$ cat src/verilog/afc_pkg.sv
// Purpose: constants, types and helpers for the automatic flow control block
// Assumes: 40 MHz sys_clk, register port with one-cycle read latency
// Notes: thresholds count 64-byte units of receive FIFO fill
package afc_pkg;

	// Register map
	localparam logic [7:0] CFG_OFFSET = 8'hAC;
	localparam logic [7:0] STATUS_OFFSET = 8'hB4;
	localparam logic [23:0] CFG_RESET = 24'h000000;

	// Field positions in flow_control_config
	localparam int HI_LSB = 16;
	localparam int LO_LSB = 8;
	localparam int DUR_LSB = 4;
	localparam int SEL_MULTICAST = 3;
	localparam int SEL_BROADCAST = 2;
	localparam int SEL_OWN_ADDR = 1;
	localparam int SEL_ANY = 0;

	// One threshold unit is 64 bytes
	localparam int LVL_UNIT_SHIFT = 6;

	// Clock and jam duration timing
	localparam int CLK_PERIOD_NS = 25;
	localparam int DUR_STEP_SHORT_NS = 5000;
	localparam int DUR_CODE3_NS = 25000;
	localparam int DUR_STEP_LONG_NS = 50000;
	localparam int DUR_10M_EXTRA_NS = 2200;

	typedef enum logic [1:0] {
		PS_IDLE,
		PS_REQ_PAUSE,
		PS_PAUSED,
		PS_REQ_ZERO
	} afc_pause_state_t;

	// Jam duration in ns for a code and link speed
	function automatic int afc_dur_ns(input logic [3:0] code, input logic is_10m);
		int t;
		if (code < 4'h3) begin
			t = DUR_STEP_SHORT_NS * (int'(code) + 1);
		end else if (code == 4'h3) begin
			t = DUR_CODE3_NS;
		end else begin
			t = DUR_STEP_LONG_NS * (int'(code) - 3);
		end
		if (is_10m) begin
			t = t + DUR_10M_EXTRA_NS;
		end
		return t;
	endfunction

	// Cycle count, rounded up, never below one
	function automatic int afc_dur_cycles(input logic [3:0] code, input logic is_10m,
		input int clk_ns);
		int c;
		c = (afc_dur_ns(code, is_10m) + clk_ns - 1) / clk_ns;
		if (c < 1) begin
			c = 1;
		end
		return c;
	endfunction

endpackage

$ cat src/verilog/afc_jam_timer.sv
// Purpose: counts the back pressure duration in sys_clk cycles
// Assumes: start is a one-cycle pulse; a new start reloads the count
// Notes: busy covers cycles 1..N-1 after start, the caller covers cycle 0
`timescale 1ns/1ps
module afc_jam_timer
	import afc_pkg::*;
#(
	parameter int CLK_NS = CLK_PERIOD_NS
) (
	// Clock and reset
	input wire logic sys_clk,
	input wire logic reset_n,
	// Control
	input wire logic start,
	input wire logic [3:0] code,
	input wire logic speed_10,
	// Status
	output logic busy
);

	typedef struct packed {
		logic [15:0] cnt;
		logic busy;
	} afc_timer_st_t;

	afc_timer_st_t st;
	afc_timer_st_t next_st;
	logic [15:0] load;

	// Terminal count follows code and current speed
	assign load = 16'(afc_dur_cycles(code, speed_10, CLK_NS) - 1);

	// Reload on start so back-to-back frames stretch the jam
	always_comb begin
		next_st = st;
		if (start) begin
			next_st.cnt = load;
		end else if (st.cnt != 16'h0000) begin
			next_st.cnt = st.cnt - 16'h0001;
		end
		next_st.busy = (next_st.cnt != 16'h0000);
	end

	always_ff @(posedge sys_clk) begin
		if (!reset_n) begin
			st <= '0;
		end else begin
			st <= next_st;
		end
	end

	assign busy = st.busy;
endmodule // afc_jam_timer

$ cat src/verilog/afc_flow_ctrl.sv
// Purpose: automatic pause frame and back pressure control from RX FIFO fill
// Assumes: MAC status inputs and frame event pulses synchronous to sys_clk
// Notes: pause_req holds until pause_ack or until tx_enabled falls; jam is a level towards the MAC
//
// Decided for this implementation: the strobed register port.
`timescale 1ns/1ps
module afc_flow_ctrl
	import afc_pkg::*;
#(
	parameter int FILL_W = 16,
	parameter int CLK_NS = CLK_PERIOD_NS
) (
	// Clock and reset
	input wire logic sys_clk,
	input wire logic reset_n,
	// Register port
	input wire logic [7:0] reg_addr,
	input wire logic [31:0] reg_wdata,
	input wire logic reg_wr,
	input wire logic reg_rd,
	output logic [31:0] reg_rdata,
	// MAC status
	input wire logic tx_enabled,
	input wire logic full_duplex,
	input wire logic speed_10,
	// Receive side
	input wire logic [FILL_W-1:0] rx_fifo_used,
	input wire logic rx_preamble,
	input wire logic rx_da_valid,
	input wire logic rx_da_multicast,
	input wire logic rx_da_broadcast,
	input wire logic rx_da_own,
	// Pause request to MAC
	output logic pause_req,
	output logic pause_zero,
	input wire logic pause_ack,
	// Back pressure to MAC
	output logic jam
);

	typedef struct packed {
		logic [23:0] cfg;
		logic [31:0] rdata;
		afc_pause_state_t ps;
		logic pause_req;
		logic pause_zero;
		logic jam;
	} afc_st_t;

	afc_st_t st;
	afc_st_t next_st;

	logic [7:0] fifo_high_threshold;
	logic [7:0] fifo_low_threshold;
	logic [3:0] jam_duration_code;
	logic jam_on_multicast;
	logic jam_on_broadcast;
	logic jam_on_own_address;
	logic flow_on_any_frame;
	logic [FILL_W-1:0] thr_hi;
	logic [FILL_W-1:0] thr_lo;
	logic hi_reached;
	logic below_lo;
	logic fd_active;
	logic hd_active;
	logic frame_match;
	logic jam_trigger;
	logic timer_busy;

	// Config fields
	assign fifo_high_threshold = st.cfg[HI_LSB +: 8];
	assign fifo_low_threshold = st.cfg[LO_LSB +: 8];
	assign jam_duration_code = st.cfg[DUR_LSB +: 4];
	assign jam_on_multicast = st.cfg[SEL_MULTICAST];
	assign jam_on_broadcast = st.cfg[SEL_BROADCAST];
	assign jam_on_own_address = st.cfg[SEL_OWN_ADDR];
	assign flow_on_any_frame = st.cfg[SEL_ANY];

	// Thresholds scaled to bytes
	assign thr_hi = FILL_W'(fifo_high_threshold) << LVL_UNIT_SHIFT;
	assign thr_lo = FILL_W'(fifo_low_threshold) << LVL_UNIT_SHIFT;
	assign hi_reached = (rx_fifo_used >= thr_hi);
	assign below_lo = (rx_fifo_used < thr_lo);

	// Flow control only runs with the transmitter on
	assign fd_active = tx_enabled && full_duplex && flow_on_any_frame;
	assign hd_active = tx_enabled && !full_duplex;

	// Any-frame skips address decode and fires on preamble
	always_comb begin
		if (flow_on_any_frame) begin
			frame_match = rx_preamble;
		end else begin
			frame_match = rx_da_valid && ((jam_on_multicast && rx_da_multicast)
				|| (jam_on_broadcast && rx_da_broadcast)
				|| (jam_on_own_address && rx_da_own));
		end
	end

	assign jam_trigger = hd_active && hi_reached && frame_match;

	afc_jam_timer #(
		.CLK_NS(CLK_NS)
	) u_timer (
		.sys_clk(sys_clk),
		.reset_n(reset_n),
		.start(jam_trigger),
		.code(jam_duration_code),
		.speed_10(speed_10),
		.busy(timer_busy)
	);

	// Register access, pause sequencing and jam output
	always_comb begin
		next_st = st;
		next_st.rdata = 32'h00000000;
		if (reg_wr && reg_addr == CFG_OFFSET) begin
			next_st.cfg = reg_wdata[23:0];
		end
		if (reg_rd) begin
			unique case (reg_addr)
				CFG_OFFSET: next_st.rdata = {8'h00, st.cfg};
				STATUS_OFFSET: next_st.rdata = {26'h0, st.jam, st.pause_req,
					(st.ps == PS_PAUSED), hi_reached, below_lo, timer_busy};
				default: next_st.rdata = 32'h00000000;
			endcase
		end
		// One pause per high crossing, zero pause only after it
		unique case (st.ps)
			PS_IDLE: begin
				if (fd_active && hi_reached) begin
					next_st.ps = PS_REQ_PAUSE;
				end
			end
			PS_REQ_PAUSE: begin
				if (!tx_enabled) begin
					next_st.ps = PS_IDLE;
				end else if (pause_ack) begin
					next_st.ps = PS_PAUSED;
				end
			end
			PS_PAUSED: begin
				if (tx_enabled && below_lo) begin
					next_st.ps = PS_REQ_ZERO;
				end
			end
			PS_REQ_ZERO: begin
				if (!tx_enabled) begin
					next_st.ps = PS_PAUSED;
				end else if (pause_ack) begin
					next_st.ps = PS_IDLE;
				end
			end
		endcase
		next_st.pause_req = (next_st.ps == PS_REQ_PAUSE) || (next_st.ps == PS_REQ_ZERO);
		next_st.pause_zero = (next_st.ps == PS_REQ_ZERO);
		// Jam cycle 0 from the trigger, then the timer; jam held low in full duplex
		next_st.jam = hd_active && (jam_trigger || timer_busy);
	end

	always_ff @(posedge sys_clk) begin
		if (!reset_n) begin
			st <= '0;
			st.cfg <= CFG_RESET;
		end else begin
			st <= next_st;
		end
	end

	assign reg_rdata = st.rdata;
	assign pause_req = st.pause_req;
	assign pause_zero = st.pause_zero;
	assign jam = st.jam;
endmodule // afc_flow_ctrl

$ cat config.mk
export PLATFORM = sky130hd
export DESIGN_NAME = afc_flow_ctrl
export DESIGN_NICKNAME = d
export VERILOG_FILES = /design/src/verilog/afc_pkg.sv /design/src/verilog/afc_jam_timer.sv /design/src/verilog/afc_flow_ctrl.sv
export SDC_FILE = /design/constraint.sdc
export NUM_CORES = 1
export LEC_CHECK = 0
export ABC_CLOCK_PERIOD_IN_PS = 26200
export BUFFER_PORTS_ARGS = -buffer_cell sky130_fd_sc_hd__buf_2
export CAP_MARGIN = 10
export CORE_ASPECT_RATIO = 0.5
export CORE_MARGIN = 5
export CORE_UTILIZATION = 45
export DETAILED_ROUTE_END_ITERATION = 6
export PLACE_DENSITY = 0.73
export SYNTH_ARGS = -nofsm -noshare
export SYNTH_HDL_FRONTEND = slang
export SYNTH_HIERARCHICAL = 1
export SYNTH_SLANG_ARGS = --single-unit
$ cat constraint.sdc
create_clock -name sys_clk -period 26.2 [get_ports sys_clk]
set_input_delay 3.93 -clock sys_clk [delete_from_list [all_inputs] [get_ports sys_clk]]
set_output_delay 3.93 -clock sys_clk [all_outputs]
set_load 0.02 [all_outputs]
---- Yosys cells after proc, flatten, opt, wreduce, memory -nomap -nowiden ----
Index checks and enable logic that the tools add are counted.
operators by class
  $add $sub $neg .......................... 7
  $mul .................................... 2
  divide/modulo/power cells ............... 1
  magnitude comparators ................... 4
  equality and inequality tests ........... 8
  shift-type cells ........................ 0
  muxes and demuxes ....................... 15
  bitwise operators ....................... 0
  reductions and logical operators ........ 22
operators with widths
  operator                number
  $mux 32                 3
  $mux 16                 3
  $pmux 24 s2             1
  $add 32x13->32 const B  1
  $add 32x6->32 const B   1
  $div 32x6->32 const B   1
  $lt 32x2->1 const B     1
  $mul 11x32->29 const A  1
  $mul 13x32->28 const A  1
  $reduce_bool 16->1      2
  $sub 32x2->32 const B   1
  $eq 8x8->1 const B      2
  $ge 16x14->1            1
  $lt 16x14->1            1
  $sub 16x1->16 const B   1
  $sub 16x2->16 const B   1
  $logic_and 1x1->1       13
  $mux 2                  6
  $pmux 2 s4              1
  $eq 2x2->1 const B      3
  $add 4x1->5 const B     1
  $sub 4x2->5 const B     1
  $eq 2x1->1 const B      2
  $eq 4x2->1 const B      1
  other kinds (6)         9
storage, ports and cells
  register bits after elaboration ......... 78
  bits in latches ......................... 0
  memory bits (writable) .................. 0
  ROM bits ................................ 0
  bits of input ports ..................... 69
  logic and storage cells ................. 67
  memories kept ........................... 0

---- Depth between registers and ports, before layout ----
  depth after elaboration ................. 14
  depth in mapped cells ................... 101

---- Hierarchy ----
Netlist, hierarchy kept.
by module, submodules not included
  module         times used  cells an instance  area each (um^2)
  afc_jam_timer  1           1513               10690.3
  afc_flow_ctrl  1           271                2496.1

---- Least setup slack after synthesis ----
Ideal clock, no wire load.
  path kind ............................... input to register
  from .................................... in speed_10
  to ...................................... reg u_timer.st, in the netlist u_timer/busy
  arrival ................................. 22.142 ns
  path slack .............................. 3.929 ns
  stages .................................. 93
  cell sequence ........................... buf_4 > inv_1 > clkbuf_1 > a21oi_1 > or2_1 > buf_4 > inv_1 > ha_1 > inv_1 > and2_1 > and4_1 > and3_2 > or4_1 > a31oi_4 > nand4bb_1 > xnor2_1 > o32a_1 > or3_1 > (+57 left out) > nand2_1 > mux2_1 > or3_1 > a21boi_1 > and4_1 > nand4_4 > and2_1 > clkbuf_1 > nand3_1 > ha_1 > nand2_1 > nor4b_1 > nor2_1 > a311oi_4 > and4_1 > nor3_1 > nor3_1 > a31oi_1
between the ends
  longest elaborated chain between the ends .. 9
RTL lines
  element                 line                 source
  start: declaration      afc_flow_ctrl.sv:25  input wire logic speed_10,
  $mux 32 (*)             afc_pkg.sv:47        if (is_10m) begin
  $add 32x6->32 (*)       afc_pkg.sv:57        c = (afc_dur_ns(code, is_10m) + clk_ns - 1) / clk_ns;
  $sub 32x2->32 (*)       afc_pkg.sv:57
  $div 32x6->32 (*)       afc_pkg.sv:57
  $lt 32x2->1             afc_pkg.sv:58        if (c < 1) begin
  $mux 16 (*)             afc_pkg.sv:58
  $sub 16x2->16 (*)       afc_jam_timer.sv:31  assign load = 16'(afc_dur_cycles(code, speed_10, CLK_NS) - 1);
  $mux 16 (*)             afc_jam_timer.sv:36  if (start) begin
  $reduce_bool 16->1 (*)  afc_jam_timer.sv:41  next_st.busy = (next_st.cnt != 16'h0000);
  end signal: assignment  afc_jam_timer.sv:48  st <= next_st;
  end: declaration        afc_jam_timer.sv:26  afc_timer_st_t st;
Mark *: on every way between the ends. The rest lies on a longest branch, timed or not.
A chain may end at the register's enable or synchronous reset.

---- Worst setup path after layout ----
Same ends and word-level chain as after synthesis.

==> results by group <==
Clock network
  • CTS max path bufs: 2
  • Sink Count: 70
  • Clock-pin slew on the worst setup and hold paths: 0.07 ns
  • Clk_lat worst skew: 0.36 ns
  • H-tree Lvls: 3
  • Cts bufs inserted: 9
  • Root buf cell: clkbuf_16
  • CTS tree: built

Drt
  • Drt wl/cell: 17.2 um
  • Antenna-violating nets left: 0
  • Drt total wl: 37900 um
  • Initial drt markers: 1431
  • Drc violations: 0
  • Via Count: around 14000
  • DR vias/cell: 6.26
  • Drt first pass iters: 6

Final layout
  • Non-Filler Instances: 2207
  • Post-Route Utilization: 48.6%
  • NumNets Final: 1964
  • FILL cells: 2912
  • Most frequent cells in the layout: nand2_1 (154), nor2_1 (142), nand3_1 (88)
  • Most common cell after layout, fill and taps aside: nand2_1
  • Area Growth Syn to Fin: 6.66%
  • Layout cell share with drive strength beyond 1: 13.1%
  • Final instance area: 14100 um^2

Synth
  • Syn. warnings: 6
  • Post-synth EDFFs: 0
  • Top FF cell, synth: dfxtp_1
  • Post-synthesis sequential area ratio: around a tenth
  • Flops & latches, synth: 70
  • Async S/R FF share, synth: 0%
  • Netlist cell types: 142
  • Syn_area_per_cell: 7.39 um^2
  • Yosys top cell area share: a little over a tenth
  • Mapped cell area: 13200 um^2
  • Synth Instances: around 1800
  • Cell taking the most area after synthesis: dfxtp_1
  • Top post-synthesis cells by area: dfxtp_1 (11%), ha_1 (7.5%), xnor2_1 (4.6%)

Floorplanning
  • FP Rows: 44
  • Die Footprint: 33000 um^2
  • Total core area: 29000 um^2
  • Top Ports: 104
  • Starting density of the core: 45.5%
  • Die Width: 252 um
  • Die Ht: between 100 and 150 um

STA
  • Worst Skew: roughly 0.011 ns
  • Final Setup Violations: 0
  • Min Tclk post-route: 24.87 ns
  • PnR worst setup slack: 1.33 ns
  • Slew headroom: 31.4%
  • Final hold slack: roughly 0.48 ns
  • Fin crit share: a little over nine tenths
  • Post-route setup TNS: 0 ns
  • Pins over their slew limit: 0
  • Worst-margin pin slew: 1.03 ns
  • Hold Violations, Final: 0
  • Fmax: just over 40 MHz

Min path
  • Hold Crit Class: flop to flop

Placement
  • Hpwl dp: 29600 um
  • Placed Area: around 14000 um^2
  • Placed Cells: 2185
  • Pre-CTS WS: around 0.52 ns
  • Buffers on Ports: 87
  • Placer Congestion: 0.958

Power and ir drop
  • Peak VDD IR: roughly 0.00012 V
  • Pleak: 5.57 nW
  • Tot Pwr: between 1 and 1.5 mW
  • P per Cell Area: around 78 nW/um^2

Worst setup path
  • Arrival time worst endpoint: 25.09 ns
  • Worst path slowest cell: o31ai_2
  • WP data required: 26.42 ns
  • Bufs and invs on worst path: 8
  • Setup crit start kind: input pin
  • Critical path's largest stage delay: 0.57 ns
  • CP Capture Type: flop
  • Setup CP Type: input pin to flop
  • Worst-path maximum fanout: 13
  • Delay-heaviest family, CP: simple AND/OR/NAND/NOR gates

Global route
  • Pin count of the biggest net entering global routing: 41
  • First-pass GRT wire length: between 60000 and 70000 um
  • Initial antenna violation count: 1
  • Overall routing resource usage: 21.6%
  • Vias in the first global route: approximately 12000
  • Global route total overflow: 0

Job
  • Max-cap viol count: 0

Outcome
  • Status: finished, final reports clean
state kept, by name, indices dropped and copies added, names as in the netlist:
| name | count |
|---|---|
| jam | 1 |
| jam_on_broadcast | 1 |
| flow_on_any_frame | 1 |
| st | 2 |
| jam_on_own_address | 1 |
| pause_zero | 1 |
| u_timer/busy | 1 |
| fifo_high_threshold | 8 |
| fifo_low_threshold | 8 |
| jam_duration_code | 4 |
| reg_rdata | 24 |
| u_timer/st | 16 |
| pause_req | 1 |
| jam_on_multicast | 1 |
cells in the mapped netlist, types with 16 or more instances:
| master | instances |
|---|---|
| inv_1 | 72 |
| o21ai_1 | 24 |
| a21o_1 | 25 |
| nor3_1 | 54 |
| nand4_1 | 25 |
| and2_1 | 54 |
| or3_1 | 23 |
| and3_1 | 24 |
| nor2b_1 | 16 |
| mux2i_1 | 37 |
| nand2b_1 | 23 |
| clkbuf_1 | 20 |
| nand2_1 | 154 |
| xor2_1 | 35 |
| nor2_1 | 143 |
| buf_2 | 17 |
| ha_1 | 79 |
| dfxtp_1 | 70 |
| a31oi_1 | 33 |
| a21oi_1 | 85 |
| a211oi_1 | 26 |
| a21boi_0 | 24 |
| o211ai_1 | 37 |
| o21ai_0 | 67 |
| buf_4 | 49 |
| xnor2_1 | 70 |
| nor4_1 | 28 |
| nand3_1 | 88 |
cell families (layout without fill, tap and decap cells):
kind of cell / after synthesis / count (layout) / synth area share [%]
fa+ha+maj: 89 / 89 / 8.86
mux: 48 / 48 / 3.81
buf+inv: 165 / 187 / 6.57
other cells: 1 / 11 / 0.0284
flops: 70 / 70 / 10.6
xor+xnor: 107 / 107 / 7.22
compound gates: 557 / 557 / 32.0
simple gates: 747 / 747 / 30.9
tightest hold or removal path: stages, from the launching register on:
cell and delay (ns):
dfxtp_1 0.32, nand2_1 0.05, a21boi_0 0.06
metal layers:
metal / part of all wire (%) / vias up / GRT usage (%) / wire length [um]
met5: 0.018 / - / 0 / 7
met4: 2.0 / 2 / 5.45 / 756
met3: 6.3 / 52 / 3.28 / 2390
met2: 44 / 506 / 34.6 / 16800
met1: 47 / 6428 / 30.6 / 17900
li1: - / 6820 / - / -
cell type report:
cell class | count | area [um^2] | area share, %
well taps | 391 | 489 | 3.48
clock inverters | 7 | 76.3 | 0.543
repair buffers | 98 | 518 | 3.68
inverters | 73 | 274 | 1.95
clock buffers | 9 | 225 | 1.60
multi-input cells | 1556 | 11100 | 78.7
flip-flops and latches | 70 | 1400 | 9.96
diodes | 3 | 7.51 | 0.0534
report_power, final:
part | switching [mW] | leakage, nW | internal (mW)
clock network | 0.0584 | 0.149 | 0.0678
registers | 0.00891 | 0.567 | 0.117
logic | 0.514 | 4.86 | 0.330
total | 0.581 | 5.57 | 0.515
final timing paths:
check | start | endpoint | slack (ns) | depth (start not counted)
setup / recovery | speed_10 | u_timer/busy | 1.33 | 83
hold / removal | fifo_low_threshold[0] | fifo_low_threshold[0] | 0.48 | 2
setup reg to reg | jam_duration_code[0] | u_timer/busy | 1.78 | 87
hold reg to reg | fifo_low_threshold[0] | fifo_low_threshold[0] | 0.48 | 2
repair_timing:
item	in CTS	in global routing
setup buffers	0	3
hold buffers	0	0
gates resized for setup	0	25
endpoints found under the setup margin	0	7
(Power assumes the default switching activity.)
